`config.mk`:
```
export PLATFORM = sky130hd
export DESIGN_NAME = fpq_top
export DESIGN_NICKNAME = d
export VERILOG_FILES = /design/src/hdl/fpq_pkg.sv /design/src/hdl/fpq_top.sv /design/src/hdl/fpq_qualifier.sv
export VERILOG_INCLUDE_DIRS = /design/src /design/src/hdl
export SDC_FILE = /design/constraint.sdc
export NUM_CORES = 1
export LEC_CHECK = 0
export BUFFER_PORTS_ARGS = -buffer_cell sky130_fd_sc_hd__buf_2
export CAP_MARGIN = 15
export CORE_ASPECT_RATIO = 0.5
export CORE_UTILIZATION = 45
export DETAILED_ROUTE_END_ITERATION = 8
export PLACE_DENSITY_LB_ADDON = 0.05
export SLEW_MARGIN = 15
export SYNTH_ARGS = -nofsm -noshare
export SYNTH_HDL_FRONTEND = slang
export SYNTH_SLANG_ARGS = --single-unit
export TNS_END_PERCENT = 20
```
`constraint.sdc`:
```
create_clock -name clock -period 3.5 [get_ports clock]
set_input_delay 0.525 -clock clock [delete_from_list [all_inputs] [get_ports clock]]
set_output_delay 0.525 -clock clock [all_outputs]
set_load 0.02 [all_outputs]
```
`src/hdl/fpq_cfg.svh`:
```
`ifndef FPQ_CFG_SVH
`define FPQ_CFG_SVH
// ----------------------------------------------------------------
// Register map (indices; byte address is four times the index)
// ----------------------------------------------------------------
`define FPQ_IDX_PROT_EN 8'h4f
`define FPQ_IDX_BLANK 8'h50
`define FPQ_IDX_COUNT 8'h51
`define FPQ_IDX_RESTART 8'h60
`define FPQ_IDX_STATUS 8'h61
`define FPQ_IDX_IRQ_EN 8'h62
`define FPQ_IDX_IRQ_CLR 8'h63
`define FPQ_IDX_FAULT 8'h64
`define FPQ_ADDR_W 10
// ----------------------------------------------------------------
// Field positions
// ----------------------------------------------------------------
`define FPQ_EN_OC 7
`define FPQ_EN_OL 6
`define FPQ_EN_OV 5
`define FPQ_EN_BO 4
`define FPQ_EN_CO 3
`define FPQ_EN_LL 2
`define FPQ_EN_ET 1
`define FPQ_EN_IT 0
`define FPQ_OC_BLANK_HI 7
`define FPQ_OC_BLANK_LO 4
`define FPQ_OL_BLANK_HI 3
`define FPQ_OL_BLANK_LO 1
`define FPQ_TEMP_SLOW 0
`define FPQ_OC_CNT_HI 7
`define FPQ_OC_CNT_LO 5
`define FPQ_OC_LATCH 4
`define FPQ_OL_CNT_HI 3
`define FPQ_OL_CNT_LO 1
`define FPQ_OL_LATCH 0
`define FPQ_RST_CNT_HI 7
`define FPQ_RST_CNT_LO 2
`define FPQ_RST_SLOW 1
// ----------------------------------------------------------------
// Reset values
// ----------------------------------------------------------------
`define FPQ_RST_REG 8'h00
// ----------------------------------------------------------------
// Timing at 200 MHz (5 ns period)
// ----------------------------------------------------------------
`define FPQ_CLK_PS 5000
`define FPQ_OC_BASE_PS 150000
`define FPQ_OC_STEP_PS 50000
`define FPQ_OL_BASE_PS 1000000
`define FPQ_OL_STEP_PS 500000
`define FPQ_OC_BASE_CYC (`FPQ_OC_BASE_PS / `FPQ_CLK_PS)
`define FPQ_OC_STEP_CYC (`FPQ_OC_STEP_PS / `FPQ_CLK_PS)
`define FPQ_OL_BASE_CYC (`FPQ_OL_BASE_PS / `FPQ_CLK_PS)
`define FPQ_OL_STEP_CYC (`FPQ_OL_STEP_PS / `FPQ_CLK_PS)
`define FPQ_TICK_FAST_NS 25600
`define FPQ_TICK_SLOW_NS 40960000
`define FPQ_CLK_NS 5
`define FPQ_TICK_FAST_CYC (`FPQ_TICK_FAST_NS / `FPQ_CLK_NS)
`define FPQ_TICK_SLOW_CYC (`FPQ_TICK_SLOW_NS / `FPQ_CLK_NS)
`define FPQ_TSAMP_FAST_CYC 2560
`define FPQ_TSAMP_SLOW_CYC 40960
`endif

```
`src/hdl/fpq_pkg.sv`:
```
package fpq_pkg;
	typedef struct packed {
		logic [7:0] protEn;
		logic [7:0] blank;
		logic [7:0] count;
		logic [7:0] restart;
	} fpq_cfg_s;

	typedef struct packed {
		logic cycleStart;
		logic overcurrent;
		logic openLoop;
	} fpq_stage_s;

	typedef enum logic [1:0] {FPQ_OK, FPQ_FAULT_UNLATCHED, FPQ_RESTART_WAIT, FPQ_FAULT_LATCHED} fpq_state_e;
endpackage

```
`src/hdl/fpq_top.sv`:
```
`timescale 1ns/100ps
`include "fpq_cfg.svh"
module fpq_top
	import fpq_pkg::*;
(
	input wire logic clock,
	input wire logic rst_n,
	input wire logic [`FPQ_ADDR_W-1:0] wb_adr_i,
	input wire logic [31:0] wb_dat_i,
	output logic [31:0] wb_dat_o,
	input wire logic [3:0] wb_sel_i,
	input wire logic wb_we_i,
	input wire logic wb_cyc_i,
	input wire logic wb_stb_i,
	output logic wb_ack_o,
	input wire logic cycleStartPin,
	input wire logic overcurrentPin,
	input wire logic openLoopPin,
	input wire logic outputOvervoltagePin,
	input wire logic boostOvervoltagePin,
	input wire logic clampOverpowerPin,
	input wire logic lineLinkPin,
	input wire logic externalOvertempPin,
	input wire logic internalOvertempPin,
	output logic secondStageOff,
	output logic outputOvervoltageFault,
	output logic boostOvervoltageFault,
	output logic clampOverpowerFault,
	output logic lineLinkFault,
	output logic externalOvertempFault,
	output logic internalOvertempFault,
	output logic tempSampleStrobe,
	output logic irq
);
	// ----------------------------------------------------------------
	// Pin synchronisers
	// ----------------------------------------------------------------
	logic [8:0] pinMeta;
	logic [8:0] pinSync;
	wire [8:0] pinRaw = {internalOvertempPin, externalOvertempPin, lineLinkPin, clampOverpowerPin,
		boostOvervoltagePin, outputOvervoltagePin, openLoopPin, overcurrentPin, cycleStartPin};
	logic cycPrev;

	always_ff @(posedge clock or negedge rst_n)
	begin
		if (!rst_n)
		begin
			pinMeta <= 9'h000;
			pinSync <= 9'h000;
			cycPrev <= 1'b0;
		end
		else
		begin
			pinMeta <= pinRaw;
			pinSync <= pinMeta;
			cycPrev <= pinSync[0];
		end
	end

	fpq_stage_s stage;
	assign stage.cycleStart = pinSync[0] && !cycPrev;
	assign stage.overcurrent = pinSync[1];
	assign stage.openLoop = pinSync[2];

	// ----------------------------------------------------------------
	// Register file
	// ----------------------------------------------------------------
	fpq_cfg_s cfg;
	logic [7:0] irqStatus;
	logic [7:0] irqEnable;

	wire [7:0] regIdx = wb_adr_i[`FPQ_ADDR_W-1:2];
	wire busReq = wb_cyc_i && wb_stb_i && !wb_ack_o;
	wire wrLane0 = busReq && wb_we_i && wb_sel_i[0];
	wire hitProt = (regIdx == `FPQ_IDX_PROT_EN);
	wire hitBlank = (regIdx == `FPQ_IDX_BLANK);
	wire hitCount = (regIdx == `FPQ_IDX_COUNT);
	wire hitRestart = (regIdx == `FPQ_IDX_RESTART);
	wire hitStatus = (regIdx == `FPQ_IDX_STATUS);
	wire hitIrqEn = (regIdx == `FPQ_IDX_IRQ_EN);
	wire hitIrqClr = (regIdx == `FPQ_IDX_IRQ_CLR);
	wire hitFault = (regIdx == `FPQ_IDX_FAULT);
	wire [7:0] faultVector;
	wire [7:0] faultEvents;
	wire [7:0] clrMask = (wrLane0 && hitIrqClr) ? wb_dat_i[7:0] : 8'h00;
	wire [7:0] readByte = hitProt ? cfg.protEn :
		hitBlank ? cfg.blank :
		hitCount ? cfg.count :
		hitRestart ? cfg.restart :
		hitStatus ? irqStatus :
		hitIrqEn ? irqEnable :
		hitFault ? faultVector : 8'h00;

	always_ff @(posedge clock or negedge rst_n)
	begin
		if (!rst_n)
		begin
			cfg <= {`FPQ_RST_REG, `FPQ_RST_REG, `FPQ_RST_REG, `FPQ_RST_REG};
			irqEnable <= `FPQ_RST_REG;
			irqStatus <= `FPQ_RST_REG;
			wb_ack_o <= 1'b0;
			wb_dat_o <= 32'h00000000;
		end
		else
		begin
			wb_ack_o <= busReq;
			wb_dat_o <= busReq ? {24'h000000, readByte} : 32'h00000000;
			if (wrLane0 && hitProt)
				cfg.protEn <= wb_dat_i[7:0];
			if (wrLane0 && hitBlank)
				cfg.blank <= wb_dat_i[7:0];
			if (wrLane0 && hitCount)
				cfg.count <= wb_dat_i[7:0];
			if (wrLane0 && hitRestart)
				cfg.restart <= wb_dat_i[7:0];
			if (wrLane0 && hitIrqEn)
				irqEnable <= wb_dat_i[7:0];
			// New events win over a clear in the same cycle
			irqStatus <= (irqStatus & ~clrMask) | faultEvents;
		end
	end

	// ----------------------------------------------------------------
	// Blanking, restart tick and enables
	// ----------------------------------------------------------------
	wire ocOn = !cfg.protEn[`FPQ_EN_OC];
	wire olOn = !cfg.protEn[`FPQ_EN_OL];
	wire [15:0] ocBlank = 16'(`FPQ_OC_BASE_CYC) +
		16'(`FPQ_OC_STEP_CYC) * {12'h000, cfg.blank[`FPQ_OC_BLANK_HI:`FPQ_OC_BLANK_LO]};
	wire [15:0] olBlank = 16'(`FPQ_OL_BASE_CYC) +
		16'(`FPQ_OL_STEP_CYC) * {13'h0, cfg.blank[`FPQ_OL_BLANK_HI:`FPQ_OL_BLANK_LO]};

	logic [22:0] tickCnt;
	logic restartTick;
	wire [22:0] tickLimit = cfg.restart[`FPQ_RST_SLOW] ? 23'(`FPQ_TICK_SLOW_CYC - 1) :
		23'(`FPQ_TICK_FAST_CYC - 1);
	wire tickWrap = (tickCnt >= tickLimit);

	always_ff @(posedge clock or negedge rst_n)
	begin
		if (!rst_n)
		begin
			tickCnt <= 23'h000000;
			restartTick <= 1'b0;
		end
		else
		begin
			tickCnt <= tickWrap ? 23'h000000 : tickCnt + 23'h000001;
			restartTick <= tickWrap;
		end
	end

	// ----------------------------------------------------------------
	// Cycle-qualified detectors
	// ----------------------------------------------------------------
	logic ocFault;
	logic olFault;
	logic ocEvent;
	logic olEvent;

	fpq_qualifier u_oc (
		.clock(clock),
		.rst_n(rst_n),
		.enable(ocOn),
		.cycleStart(stage.cycleStart),
		.detect(stage.overcurrent),
		.blankCycles(ocBlank),
		.threshold(cfg.count[`FPQ_OC_CNT_HI:`FPQ_OC_CNT_LO]),
		.latchSel(cfg.count[`FPQ_OC_LATCH]),
		.restartTick(restartTick),
		.restartCount(cfg.restart[`FPQ_RST_CNT_HI:`FPQ_RST_CNT_LO]),
		.fault(ocFault),
		.faultEvent(ocEvent)
	);

	fpq_qualifier u_ol (
		.clock(clock),
		.rst_n(rst_n),
		.enable(olOn),
		.cycleStart(stage.cycleStart),
		.detect(stage.openLoop),
		.blankCycles(olBlank),
		.threshold(cfg.count[`FPQ_OL_CNT_HI:`FPQ_OL_CNT_LO]),
		.latchSel(cfg.count[`FPQ_OL_LATCH]),
		.restartTick(restartTick),
		.restartCount(cfg.restart[`FPQ_RST_CNT_HI:`FPQ_RST_CNT_LO]),
		.fault(olFault),
		.faultEvent(olEvent)
	);

	// ----------------------------------------------------------------
	// Level detectors gated by enables
	// ----------------------------------------------------------------
	wire ovNow = pinSync[3] && !cfg.protEn[`FPQ_EN_OV];
	wire boNow = pinSync[4] && !cfg.protEn[`FPQ_EN_BO];
	wire coNow = pinSync[5] && !cfg.protEn[`FPQ_EN_CO];
	wire llNow = pinSync[6] && !cfg.protEn[`FPQ_EN_LL];
	wire etNow = pinSync[7] && !cfg.protEn[`FPQ_EN_ET];
	wire itNow = pinSync[8] && !cfg.protEn[`FPQ_EN_IT];

	assign faultVector = {itNow, etNow, llNow, coNow, boNow, ovNow, olFault, ocFault};
	assign faultEvents = {itNow && !internalOvertempFault, etNow && !externalOvertempFault,
		llNow && !lineLinkFault, coNow && !clampOverpowerFault, boNow && !boostOvervoltageFault,
		ovNow && !outputOvervoltageFault, olEvent, ocEvent};

	// ----------------------------------------------------------------
	// Temperature sample pacing
	// ----------------------------------------------------------------
	logic [15:0] sampCnt;
	wire [15:0] sampLimit = (cfg.blank[`FPQ_TEMP_SLOW] && !internalOvertempFault) ?
		16'(`FPQ_TSAMP_SLOW_CYC - 1) : 16'(`FPQ_TSAMP_FAST_CYC - 1);
	wire sampWrap = (sampCnt >= sampLimit);

	always_ff @(posedge clock or negedge rst_n)
	begin
		if (!rst_n)
		begin
			sampCnt <= 16'h0000;
			tempSampleStrobe <= 1'b0;
			secondStageOff <= 1'b0;
			outputOvervoltageFault <= 1'b0;
			boostOvervoltageFault <= 1'b0;
			clampOverpowerFault <= 1'b0;
			lineLinkFault <= 1'b0;
			externalOvertempFault <= 1'b0;
			internalOvertempFault <= 1'b0;
			irq <= 1'b0;
		end
		else
		begin
			sampCnt <= sampWrap ? 16'h0000 : sampCnt + 16'h0001;
			tempSampleStrobe <= sampWrap;
			secondStageOff <= ocFault || olFault;
			outputOvervoltageFault <= ovNow;
			boostOvervoltageFault <= boNow;
			clampOverpowerFault <= coNow;
			lineLinkFault <= llNow;
			externalOvertempFault <= etNow;
			internalOvertempFault <= itNow;
			irq <= |(irqStatus & irqEnable);
		end
	end

	// ----------------------------------------------------------------
	// Checks
	// ----------------------------------------------------------------
	chk_oc_disable: assert property (@(posedge clock) disable iff (!rst_n)
		!$past(ocOn) |-> !ocEvent) else $error("overcurrent fired while disabled");
	chk_ol_disable: assert property (@(posedge clock) disable iff (!rst_n)
		!$past(olOn) |-> !olEvent) else $error("open loop fired while disabled");
	chk_ov_gate: assert property (@(posedge clock) disable iff (!rst_n)
		cfg.protEn[`FPQ_EN_OV] |=> !outputOvervoltageFault) else $error("overvoltage not gated");
	chk_bo_gate: assert property (@(posedge clock) disable iff (!rst_n)
		pinSync[4] && !cfg.protEn[`FPQ_EN_BO] |=> boostOvervoltageFault) else $error("boost not reported");
	chk_ll_gate: assert property (@(posedge clock) disable iff (!rst_n)
		cfg.protEn[`FPQ_EN_LL] |=> !lineLinkFault) else $error("line link not gated");
	chk_et_gate: assert property (@(posedge clock) disable iff (!rst_n)
		pinSync[7] && !cfg.protEn[`FPQ_EN_ET] |=> externalOvertempFault) else $error("ext temp missed");
	chk_it_gate: assert property (@(posedge clock) disable iff (!rst_n)
		cfg.protEn[`FPQ_EN_IT] |=> !internalOvertempFault) else $error("int temp not gated");
	chk_oc_blank: assert property (@(posedge clock) disable iff (!rst_n)
		stage.cycleStart |=> u_oc.blankCnt == ocBlank) else $error("overcurrent blank load wrong");
	chk_ol_blank: assert property (@(posedge clock) disable iff (!rst_n)
		stage.cycleStart |=> u_ol.blankCnt == olBlank) else $error("open loop blank load wrong");
	chk_temp_fast: assert property (@(posedge clock) disable iff (!rst_n)
		tempSampleStrobe |=> !tempSampleStrobe) else $error("sample strobe too long");
	chk_oc_force: assert property (@(posedge clock) disable iff (!rst_n)
		ocOn && cfg.count[`FPQ_OC_CNT_HI:`FPQ_OC_CNT_LO] == 3'h0 ##1
		ocOn && cfg.count[`FPQ_OC_CNT_HI:`FPQ_OC_CNT_LO] == 3'h0 |=> ##[0:1] ocFault)
		else $error("forced fault absent");
	chk_oc_latch: assert property (@(posedge clock) disable iff (!rst_n)
		u_oc.state == FPQ_FAULT_LATCHED |=> ocFault ##1 ocFault) else $error("latched fault dropped");
	chk_stage_off: assert property (@(posedge clock) disable iff (!rst_n)
		ocFault |=> secondStageOff) else $error("stage not disabled");
	chk_irq_level: assert property (@(posedge clock) disable iff (!rst_n)
		|(irqStatus & irqEnable) |=> irq) else $error("interrupt missing");
endmodule

```
`src/hdl/fpq_qualifier.sv`:
```
`timescale 1ns/100ps
`include "fpq_cfg.svh"
// Qualifies one cycle-gated detector: blanking, consecutive count, latch/unlatch, restart.
module fpq_qualifier
	import fpq_pkg::*;
(
	input wire logic clock,
	input wire logic rst_n,
	input wire logic enable,
	input wire logic cycleStart,
	input wire logic detect,
	input wire logic [15:0] blankCycles,
	input wire logic [2:0] threshold,
	input wire logic latchSel,
	input wire logic restartTick,
	input wire logic [5:0] restartCount,
	output logic fault,
	output logic faultEvent
);
	fpq_state_e state;
	fpq_state_e next_state;
	logic [15:0] blankCnt;
	logic [2:0] eventCnt;
	logic seenInCycle;
	logic [5:0] restartCnt;

	wire blanking = (blankCnt != 16'h0000);
	wire qualified = enable && detect && !blanking;
	wire reachThresh = (threshold == 3'h0) || ((eventCnt + 3'h1) >= threshold);
	wire closeCycle = cycleStart && (state == FPQ_OK);
	wire trip = enable && (threshold == 3'h0 || (closeCycle && seenInCycle && reachThresh));

	always_comb
	begin
		next_state = state;
		case (state)
			FPQ_OK:
				if (trip)
					next_state = latchSel ? FPQ_FAULT_LATCHED : FPQ_FAULT_UNLATCHED;
			FPQ_FAULT_UNLATCHED:
				next_state = FPQ_RESTART_WAIT;
			FPQ_RESTART_WAIT:
				if (restartTick && restartCnt >= restartCount)
					next_state = FPQ_OK;
			FPQ_FAULT_LATCHED:
				next_state = FPQ_FAULT_LATCHED;
			default:
				next_state = FPQ_OK;
		endcase
	end

	always_ff @(posedge clock or negedge rst_n)
	begin
		if (!rst_n)
		begin
			state <= FPQ_OK;
			blankCnt <= 16'h0000;
			eventCnt <= 3'h0;
			seenInCycle <= 1'b0;
			restartCnt <= 6'h00;
			fault <= 1'b0;
			faultEvent <= 1'b0;
		end
		else
		begin
			state <= next_state;
			fault <= (next_state != FPQ_OK);
			faultEvent <= (state == FPQ_OK) && (next_state != FPQ_OK);
			blankCnt <= cycleStart ? blankCycles : (blanking ? blankCnt - 16'h0001 : blankCnt);
			if (cycleStart)
			begin
				seenInCycle <= 1'b0;
				// A cycle with no qualified event clears the run
				eventCnt <= seenInCycle ? (trip ? 3'h0 : eventCnt + 3'h1) : 3'h0;
			end
			else if (qualified)
				seenInCycle <= 1'b1;
			if (state != FPQ_RESTART_WAIT)
				restartCnt <= 6'h00;
			else if (restartTick)
				restartCnt <= restartCnt + 6'h01;
		end
	end
endmodule

```
Word-level counts from Yosys, hierarchy flattened
Cells that the tools add are included.

word-level totals
  register bits = 185

operators by class
  $add $sub $neg = 10
  multipliers = 2
  magnitude comparators = 6
  equal/unequal tests = 16
  mux-type cells = 37
  bitwise gates (word level) = 4
  reductions and logical operators = 78

operator list
  kind                                                                    number
  16-bit 2-to-1 mux                                                       6
  8-bit 2-to-1 mux                                                        9
  8-bit by 7-bit equality test with 1-bit output (second input constant)  8
  23-bit 2-to-1 mux                                                       2
  1-bit logical AND                                                       40
  16-bit nonzero test                                                     2
  16-bit by 1-bit subtractor with 16-bit output (second input constant)   2
  6-bit 2-to-1 mux                                                        4
  23-bit by 1-bit adder with 23-bit output (second input constant)        1
  23-bit greater-or-equal comparator                                      1
  1-bit logical NOT                                                       18
  16-bit by 1-bit adder with 16-bit output (second input constant)        1
  8-bit AND                                                               2
  16-bit greater-or-equal comparator                                      1
  2-bit case mux with 4 select lines                                      2
  2-bit nonzero test                                                      8
  6-bit by 1-bit adder with 6-bit output (second input constant)          2
  6-bit greater-or-equal comparator                                       2
  2-bit 2-to-1 mux                                                        6
  3-bit 2-to-1 mux                                                        4
  8-bit by 10-bit adder with 11-bit output (first input constant)         1
  5-bit by 8-bit adder with 9-bit output (first input constant)           1
  2-bit equality test (second input constant)                             4
  5-bit by 3-bit multiplier with 8-bit output (first input constant)      1
  other kinds (12)                                                        25

Depth between registers and ports, before layout
Gate-level depths: netlist (run 1).

  word-level depth = 11
  depth in mapped cells = 9

Modules after synthesis
A second synthesis (run 1) with hierarchy kept.

unflattened totals
  cell total of the unflattened synthesis = 949
  area, all modules = 9791.9 µm²

by module, submodules not included
  module         times used  cells an instance  area each (µm²)  seq. area each (µm²)
  fpq_top        1           585                6301.0           3128.0
  fpq_qualifier  2           182                1745.4           750.7

Least setup slack after synthesis (run 1)
OpenSTA, ideal clock, no wires.

  path kind = register to register
  start = register cfg[23] (netlist bit)
  end = register u_oc.blankCnt[7]
  setup time = 77 ps
  data arrival time = 2044 ps
  required time = 3423 ps
  setup slack = 1378 ps
  stages on the path, launching flop included = 9
  period minus slack after synthesis = 2122 ps
  path through = dfrtp_1 > ha_1 > ha_1 > inv_1 > fa_1 > a21oi_1 > mux2i_1 > a2bb2oi_1 > a21oi_1

between the ends
  longest elaborated chain between the ends = 3

ends and longest elaborated chain
  item                                         RTL line             RTL
  start, declared                              fpq_top.sv:68        fpq_cfg_s cfg;
  start signal, assigned                       fpq_top.sv:98        cfg <= {`FPQ_RST_REG, `FPQ_RST_REG, `FPQ_RST_REG, `FPQ_RST_REG};
  3-bit by 4-bit multiplier with 7-bit output  fpq_top.sv:129       16'(`FPQ_OC_STEP_CYC) * {12'h000, cfg.blank[`FPQ_OC_BLANK_HI:`FPQ_OC_BLANK_LO]};
  5-bit by 8-bit adder with 9-bit output       fpq_top.sv:128       wire [15:0] ocBlank = 16'(`FPQ_OC_BASE_CYC) +
  16-bit 2-to-1 mux                            fpq_qualifier.sv:69  blankCnt <= cycleStart ? blankCycles : (blanking ? blankCnt - 16'h0001 : blankCnt);
  end signal, assigned                         fpq_qualifier.sv:69
  end, declared                                fpq_qualifier.sv:22  logic [15:0] blankCnt;

No other way between the ends.
A chain may end at the register's enable or synchronous reset.

Final worst setup path (run 1)
  start = register cfg[1] (netlist bit)
  end = register tickCnt[5]

between the ends
  longest elaborated chain between the ends = 3

ends and longest elaborated chain
  item                                RTL line        RTL
  23-bit 2-to-1 mux                   fpq_top.sv:135  wire [22:0] tickLimit = cfg.restart[`FPQ_RST_SLOW] ? 23'(`FPQ_TICK_SLOW_CYC - 1) :
  23-bit greater-or-equal comparator  fpq_top.sv:137  wire tickWrap = (tickCnt >= tickLimit);
  23-bit 2-to-1 mux                   fpq_top.sv:148  tickCnt <= tickWrap ? 23'h000000 : tickCnt + 23'h000001;
  end signal, assigned                fpq_top.sv:148
  end, declared                       fpq_top.sv:133  logic [22:0] tickCnt;

No other way between the ends.

==> results of run 1 <==
## layout by cell type (no fill, tap or decap), types with 17 or more instances in the layout
cell       count
a21oi_1       40
buf_2         47
clkbuf_16     17
conb_1        24
dfrtp_1      185
ha_1          51
inv_1         49
mux2_2        41
nand2_1       53
nand3_1       43
nor2_1        93
nor3_1        24
o21ai_0       35
xnor2_1       38
xor2_1        28
## critical path, delay by kind of cell, from the launching register on
family / cells / cell delay (ns)
adder cells (fa/ha/maj): 1 / 0.36
AO/OA/AOI/OAI: 1 / 0.60
AND/OR/NAND/NOR: 4 / 0.55
buffers and inverters: 2 / 0.52
flip-flops: 1 / 0.38
## synthesized netlist by cell type (all sizes together) (15+ instances only)
| cell type | instances | area share [%] |
|---|---|---|
| o21ai | 35 | 1.8 |
| nand3 | 44 | 2.3 |
| dfrtp | 185 | 47 |
| mux2 | 41 | 4.7 |
| a21oi | 40 | 2.0 |
| buf | 37 | 2.6 |
| xnor2 | 38 | 3.4 |
| nand2 | 55 | 2.2 |
| nor3 | 25 | 1.4 |
| nand4 | 15 | 1.1 |
| ha | 51 | 6.5 |
| nand2b | 15 | 0.96 |
| nor2 | 95 | 3.7 |
| inv | 49 | 1.9 |
| xor2 | 28 | 2.5 |
## report_power, final
part	total [mW]	internal (mW)	switching [mW]
clock network	2.02	1.17	0.853
registers	2.33	2.23	0.0982
logic	0.474	0.174	0.300
total	4.82	3.57	1.25
## layout make-up
cell class | count | area (um2)
fillers | 1923 | 10100
well taps | 292 | 365
repair buffers | 53 | 299
clock inverters | 12 | 163
flip-flops and latches | 185 | 4630
multi-input cells | 689 | 4800
clock buffers | 19 | 453
inverters | 49 | 184
## layer usage
metal	track usage, %	vias up	wire, um	share of wire (%)
met3	5.14	24	806	3.8
met4	5.85	0	278	1.3
li1	-	3420	-	-
met1	28.5	3452	10500	49
met2	31.5	105	9710	46
met5	0	-	0	0
## registers in the layout, summed over array words and instances (netlist names), 6 cells and up
register / count
cfg: 32
irqEnable: 8
irqStatus: 8
pinMeta: 9
pinSync: 9
sampCnt: 16
tickCnt: 23
u_oc.blankCnt: 16
u_oc.restartCnt: 6
u_ol.blankCnt: 16
u_ol.restartCnt: 6
wb_dat_o: 8
## worst paths after layout
kind                                                  to  slack (ns)            startpoint
min                        u_oc.blankCnt[13]$_DFFE_PN0P_        0.15                 rst_n
min in group clock                  pinMeta[5]$_DFF_PN0_        0.18     clampOverpowerPin
max reg2reg                         tickCnt[5]$_DFF_PN0_        0.96    cfg[1]$_DFFE_PN0P_
max                                 tickCnt[5]$_DFF_PN0_        0.96    cfg[1]$_DFFE_PN0P_
max in group asynchronous        u_oc.state[0]$_DFF_PN0_        2.49                 rst_n
min reg2reg                         pinSync[2]$_DFF_PN0_        0.35  pinMeta[2]$_DFF_PN0_
## cell families (layout without fill, tap and decap cells)
group	Yosys count	count (layout)
and+or+nand+nor	333	333
DFF	185	185
AOI/OAI and AO/OA	159	159
buffers and inverters	99	133
xor gates and xnor gates	66	66
muxes	55	55
adders and majority gates	52	52
other	1	24
==> flow_summary.yaml, run 1 <==
outcome:
  status: "finished clean"
timing:
  rsz0062_at_grt: "no"
  layout_min_cycle_time_ns: 2.54
  tightest_slew_ns: 0.924
  max_freq_ghz: 0.394
  setup_viol: 0
  hold_viol_final: 0
  setup_tns_ns: 0
  period_share_pct: 72.5
  skew_ns: 0.00987
  setup_ws_ns: 0.963
  timing.slew.headroom_pct: 38.4
  final_max_slew_viol_count: 0
  finalHoldWorstSlack_ns: 0.153
placed_design:
  place_congestion: 0.892
  dpl_cell_area_mm2: 0.0103
  dp_hpwl_um: 15000
  dpl.cell_count: 1268
  pre_cts_slack_ns: 0.893
  portBuffers: 48
yosys:
  ys_ff_latch: 185
  syn-cell-area_mm2: 0.00983
  synth-compound-area-share_pct: 10.9
  synth_ff_type: "dfrtp_1"
  synth_mux_area_share_pct: 6.13
  synth_top_family_by_area: "simple AND/OR/NAND/NOR gates"
  synth_edf_count: 0
  synth-xor-area-share_pct: 5.88
  yosys.area_share.simple_pct: 18.3
  ys_types: 79
  synth.avg_cell_area_um2: 10.3
  synthCells: 950
  synth-warning-count: 0
  yosys.area_share.adder_pct: 6.70
  synthArstFlopShare_pct: 100
  yosysSeqAreaShare_pct: 47.1
critical_path:
  startpoint_type: "register"
  path_class: "reg -> reg"
  arrival_ns: 2.86
  slowest_stage: "a32oi_1"
  cp_max_fo: 16
  required_ns: 3.83
  critPathMaxStageDelay_ns: 0.60
  cp-end-kind: "register"
  rr_worst_depth: 8
  path_cells: "inv_1, ha_1, nand2_1, nor4_1, nand3_1, a32oi_1, buf_4, nor2_1"
clocking:
  cts_buffers: 17
  cts_resized: 0
  cts_hold_buf: 0
  htree_levels: 4
  cts_setup_buffers: 0
  clockRootBuffer: "clkbuf_16"
  cts_max_path_buffers: 2
  clk_pin_slew_ns: 0.07
  cts_tree: "yes"
  worstSkewPairLatency_ns: 0.44
  clock_sinks: 185
final_layout:
  diodes: 0
  final_core_util_pct: 51.9
  layout-drive-gt1-share_pct: 15.1
  final_cells: 1299
  areaGrowthSynthToFinish_pct: 10.9
  final_nets: 1107
  stdcell_area_mm2: 0.0109
floorplanning:
  die_y_um: 106
  die_x_um: 211
  initial_core_util_pct: 46.9
  placementRows: 37
  top_level_ports: 102
  die_area_mm2: 0.0225
  coreArea_mm2: 0.0210
pwr:
  power.density_mw_per_mm2: 443
  peakVddDrop_mv: 0.317
  total_power_mw: 4.82
  leakagePower_nw: 4.99
global_route:
  grt_pass1_vias: 6940
  antenna_found_initial: 0
  grt_max_degree: 95
  overflow: 0
  track_usage_pct: 20.5
  grt_pass1_wl_um: 35600
route:
  drt-total-wl_um: 21300
  first_pass_iters: 5
  drt_iter0_drc: 284
  via_count: 7001
  drc: 0
  wl_per_cell_um: 16.4
  vias_per_cell: 5.39
  detail-route-antenna-nets: 0
hold_path:
  hold_class: "in -> async"
run:
  cap_violations: 0
(Power assumes the default switching activity.)
==> run 2, diff against run 1 <==
Clock period 3.5 ns to 2.1 ns, I/O delays scaled along.
==> run 2 against run 1 <==
Net effect: first-iteration DRC count grew 45%; wire length grew 2.7%; global-route usage grew 0.79 points; largest cell class unchanged; highest routed layer unchanged.
==> flow_summary.yaml, run 2 (synthesis results as in run 1) <==
final_layout:
  largest-register: "cfg"
  areaGrowthSynthToFinish_pct: 15.5
  layout-drive-gt1-share_pct: 18.7
  final_cell_mix: "dfrtp_1 (185), nor2_1 (93), nand2_1 (53), ha_1 (51), inv_1 (48)"
  diodes: 0
  multi_input_area_mm2: 0.00483
  final_nets: 1155
  largest_reg_flops: 32
  top_regs: "cfg (32), tickCnt (23)"
  layout_commonest_cell: "dfrtp_1"
  final_core_util_pct: 54.1
  fill_cells: 1886
  final_cells: 1348
  stdcell_area_mm2: 0.0114
  register_area_mm2: 0.00463
floorplanning:
  coreArea_mm2: 0.0210
  die_y_um: 106
  die_area_mm2: 0.0225
  die_x_um: 211
  initial_core_util_pct: 46.9
  placementRows: 37
  top_level_ports: 102
timing:
  setup_viol: 0
  finalHoldWorstSlack_ns: 0.214
  rsz0062_at_grt: "yes"
  setup_tns_ns: 0
  skew_ns: 0.00637
  hold_viol_final: 0
  timing.slew.headroom_pct: 58.2
  period_share_pct: 99.8
  layout_min_cycle_time_ns: 2.10
  final_max_slew_viol_count: 0
  tightest_slew_ns: 0.627
  max_freq_ghz: 0.477
clocking:
  clk_pin_slew_ns: 0.07
  htree_levels: 4
  cts_max_path_buffers: 2
  worstSkewPairLatency_ns: 0.45
  clockRootBuffer: "clkbuf_16"
  clock_sinks: 185
  cts_buffers: 17
  cts_tree: "yes"
critical_path:
  cp_max_fo: 3
  cp-end-kind: "register"
  path_cells: "ha_1, ha_1, inv_1, fa_1, a21oi_2, mux2i_1, a2bb2oi_1, a21oi_1"
  startpoint_type: "register"
  slowest_stage: "fa_1"
  arrival_ns: 2.47
  path_class: "reg -> reg"
  critPathMaxStageDelay_ns: 0.45
  cp_common_cell: "ha_1"
  required_ns: 2.47
pwr:
  leakagePower_nw: 5.25
  power.density_mw_per_mm2: 718
  peakVddDrop_mv: 0.495
global_route:
  grt_max_degree: 61
  grtUsageMet1_pct: 29.2
  track_usage_pct: 21.2
  antenna_found_initial: 0
  busiest_layer: "met2"
  use_met2_pct: 32.6
  gr-usage-met3_pct: 4.67
  grt_pass1_vias: 7250
  overflow: 0
  grt_pass1_wl_um: 36900
route:
  drt_iter0_drc: 411
  first_pass_iters: 5
  drc: 0
  via_count: 7169
  drt-total-wl_um: 21900
  vias_per_cell: 5.32
  detail-route-antenna-nets: 0
  wl_per_cell_um: 16.2
placed_design:
  dpl_cell_area_mm2: 0.0106
  dp_hpwl_um: 15700
  place_congestion: 0.878
  portBuffers: 48
  dpl.cell_count: 1306
run:
  cap_violations: 0
outcome:
  status: "finished clean"
hold_path:
  hold_class: "in -> reg"
run 2: final cells by class:
type                            count  area share, %
Multi-Input combinational cell    689           42.6
Tap cell                          292           3.22
Clock inverter                     12           1.42
Sequential cell                   185           40.8
Clock buffer                       20           4.02
Inverter                           49           1.62
Timing Repair Buffer              101           6.36
run 2: worst max-delay path: cells and delay by family, from the launching register on:
kind,cells,cell delay [ns]
fa+ha+maj,3,0.96
compound gates,3,0.41
flops,1,0.38
mux,1,0.21
buf+inv,1,0.07
run 2: through the flow:
stage                     power, mW  setup WS, ns
after global routing           8.53        -0.101
after floorplan                4.49        0.0366
after CTS                      8.26      -0.00233
final                          8.15       0.00394
after detailed placement       4.81       0.00310
after global placement         4.79        0.0339
run 2: power by group:
part	leakage (nW)	internal [mW]	total [mW]	switching [mW]
clock	0.299	1.95	3.39	1.44
combinational	2.56	0.359	0.879	0.519
sequential	2.39	3.72	3.88	0.160
run 2: path summary, 6_finish.rpt:
check / startpoint / to / slack, ns / cells after the start
max in group asynchronous: rst_n / sampCnt[0]$_DFF_PN0_ / 1.21 / 3
worst max-delay path: cfg[21]$_DFFE_PN0P_ / u_oc.blankCnt[7]$_DFFE_PN0P_ / 0.004 / 8
worst max register to register: cfg[21]$_DFFE_PN0P_ / u_oc.blankCnt[7]$_DFFE_PN0P_ / 0.004 / 8
worst min register to register: pinMeta[1]$_DFF_PN0_ / pinSync[1]$_DFF_PN0_ / 0.35 / 0
min in group asynchronous: rst_n / u_oc.blankCnt[2]$_DFFE_PN0P_ / 0.31 / 2
worst min-delay path: wb_dat_i[0] / irqStatus[0]$_DFF_PN0_ / 0.21 / 3
run 2: metal layers:
| layer | part of all wire, % | wire length [um] |
|---|---|---|
| met2 | 45 | 9740 |
| met1 | 50 | 11000 |
| met3 | 3.1 | 689 |
| met4 | 2.3 | 495 |
| met5 | 0 | 0 |
run 2: what timing repair did:
item | 4_1_cts | 5_1_grt
setup buffers | 0 | 0
pin swaps | 0 | 1
resized for setup | 1 | 6
endpoints found under the setup margin | 2 | 34
endpoints found under the hold margin | 27 | 0
hold buffers | 10 | 0
==> run 3, diff against run 2 <==
Settings changed: CORE_UTILIZATION 45 to 54.
==> run 3 against run 2 <==
Net effect: the flow now finishes with violations (DRC); combinational power decreased by 0.7%; worst hold slack better by 0.0067 ns; sequential share of layout area fell by 0.13 points; flip-flop and latch count did not move; critical path type unchanged; critical endpoint unchanged; largest cell class unchanged.
==> flow_summary.yaml, run 3 (synthesis results as in run 1) <==
placed_design:
  pre_cts_slack_ns: -0.0139
  dpl_cell_area_mm2: 0.0106
  dp_hpwl_um: 15400
  place_congestion: 0.889
  portBuffers: 48
  dpl.cell_count: 1250
outcome:
  status: "finished, violations left"
  violations: "DRC"
final_layout:
  final_nets: 1160
  diodes: 0
  final_cells: 1295
  layout-drive-gt1-share_pct: 19.7
  final_cell_mix: "dfrtp_1 (185), nor2_1 (91), nand2_1 (52), ha_1 (48), buf_2 (48)"
  stdcell_area_mm2: 0.0114
  areaGrowthSynthToFinish_pct: 15.9
  largest_reg_flops: 32
  layout_commonest_cell: "dfrtp_1"
  top_regs: "cfg (32), tickCnt (23)"
  largest-register: "cfg"
critical_path:
  path_class: "reg -> reg"
  required_ns: 2.46
  cp-end-kind: "register"
  startpoint_type: "register"
  cp_max_fo: 3
  arrival_ns: 2.39
global_route:
  antenna_found_initial: 0
  track_usage_pct: 25.1
  overflow: 0
  grt_max_degree: 58
  grt_pass1_vias: 7343
  grt_pass1_wl_um: 36800
clocking:
  clk_pin_slew_ns: 0.07
  htree_levels: 4
  clock_sinks: 185
  cts_tree: "yes"
  cts_buffers: 17
  worstSkewPairLatency_ns: 0.43
  cts_max_path_buffers: 2
  clockRootBuffer: "clkbuf_16"
floorplanning:
  die_x_um: 193
  placementRows: 34
  die_area_mm2: 0.0188
  top_level_ports: 102
  die_y_um: 97.4
  initial_core_util_pct: 55.9
  coreArea_mm2: 0.0176
pwr:
  total_power_mw: 8.21
  power.density_mw_per_mm2: 721
  leakagePower_nw: 5.28
  peakVddDrop_mv: 0.586
run:
  cap_violations: 0
timing:
  max_freq_ghz: 0.493
  timing.slew.headroom_pct: 64.0
  skew_ns: 0.0114
  setup_tns_ns: 0
  period_share_pct: 96.6
  layout_min_cycle_time_ns: 2.03
  hold_viol_final: 0
  setup_viol: 0
  tightest_slew_ns: 0.540
  setup_ws_ns: 0.0708
  final_max_slew_viol_count: 0
  rsz0062_at_grt: "yes"
route:
  drc: 6
  drt-total-wl_um: 21600
  vias_per_cell: 5.59
  drt_iter0_drc: 415
  detail-route-antenna-nets: 0
  first_pass_iters: 7
  wl_per_cell_um: 16.7
  via_count: 7237
hold_path:
  hold_class: "in -> reg"
-- run 3: cell count changes in the layout (fill, tap and decap cells not counted), moves of 2 or more --
cell        before  now
clkbuf_8         3    1
buf_6            0    3
ha_4             0    2
nor2_2           2    4
ha_1            51   48
clkinvlp_4       2    0
nor2_1          93   91
-- run 3: cell type report --
class | instances | area [um2]
clock buffers | 19 | 433
clock inverters | 13 | 193
flip-flops and latches | 185 | 4630
inverters | 49 | 184
well taps | 234 | 293
repair buffers | 106 | 781
fillers | 1360 | 6180
multi-input cells | 689 | 4880
-- run 3: worst paths after layout --
path,start,slack (ns),end,depth (start not counted)
setup / recovery,cfg[23]$_DFFE_PN0P_,0.07,u_oc.blankCnt[7]$_DFFE_PN0P_,8
hold / removal,wb_dat_i[0],0.22,cfg[24]$_DFFE_PN0P_,2
setup reg to reg,cfg[23]$_DFFE_PN0P_,0.07,u_oc.blankCnt[7]$_DFFE_PN0P_,8
hold reg to reg,pinMeta[4]$_DFF_PN0_,0.35,pinSync[4]$_DFF_PN0_,0
max in group asynchronous,rst_n,1.04,tickCnt[15]$_DFF_PN0_,3
min in group asynchronous,rst_n,0.43,u_oc.blankCnt[10]$_DFFE_PN0P_,2
-- run 3: layer usage --
| layer | GRT usage, % | vias up | share of wire [%] | wire, um |
|---|---|---|---|---|
| met3 | 4.91 | 12 | 3.6 | 785 |
| met4 | 6.30 | 0 | 0.70 | 151 |
| met5 | 0 | - | 0 | 0 |
| met2 | 41.1 | 113 | 48 | 10500 |
| li1 | - | 3519 | - | - |
| met1 | 34.1 | 3593 | 47 | 10200 |
-- run 3: what timing repair did --
item | 4_1_cts | 5_1_grt
gates cloned | 0 | 1
resized for setup | 3 | 16
setup endpoints to repair | 19 | 38
buffers inserted | 0 | 2
hold buffers | 10 | 0
pin swaps | 2 | 7
endpoints found under the hold margin | 60 | 0
-- run 3: report_power, final --
part | internal [mW] | switching, mW | total (mW)
registers | 3.72 | 0.157 | 3.88
logic | 0.356 | 0.517 | 0.873
clock network | 2.02 | 1.45 | 3.46
-- run 3: worst max-delay path, stage by stage (launching register included) --
cell	delay, ns
dfrtp_1	0.39
ha_1	0.28
ha_2	0.18
inv_2	0.04
fa_1	0.48
a21oi_2	0.20
mux2i_1	0.20
a2bb2oi_1	0.08
a21oi_1	0.11
-- run 3: metrics by stage --
step | util [%] | hold slack, ns
CTS | 64.3 | 0.204
global route | 64.8 | 0.215
floorplan | - | 0.0194
detailed placement | 60.1 | 0.341
finish | 64.8 | 0.221
global placement | 60.1 | 0.334
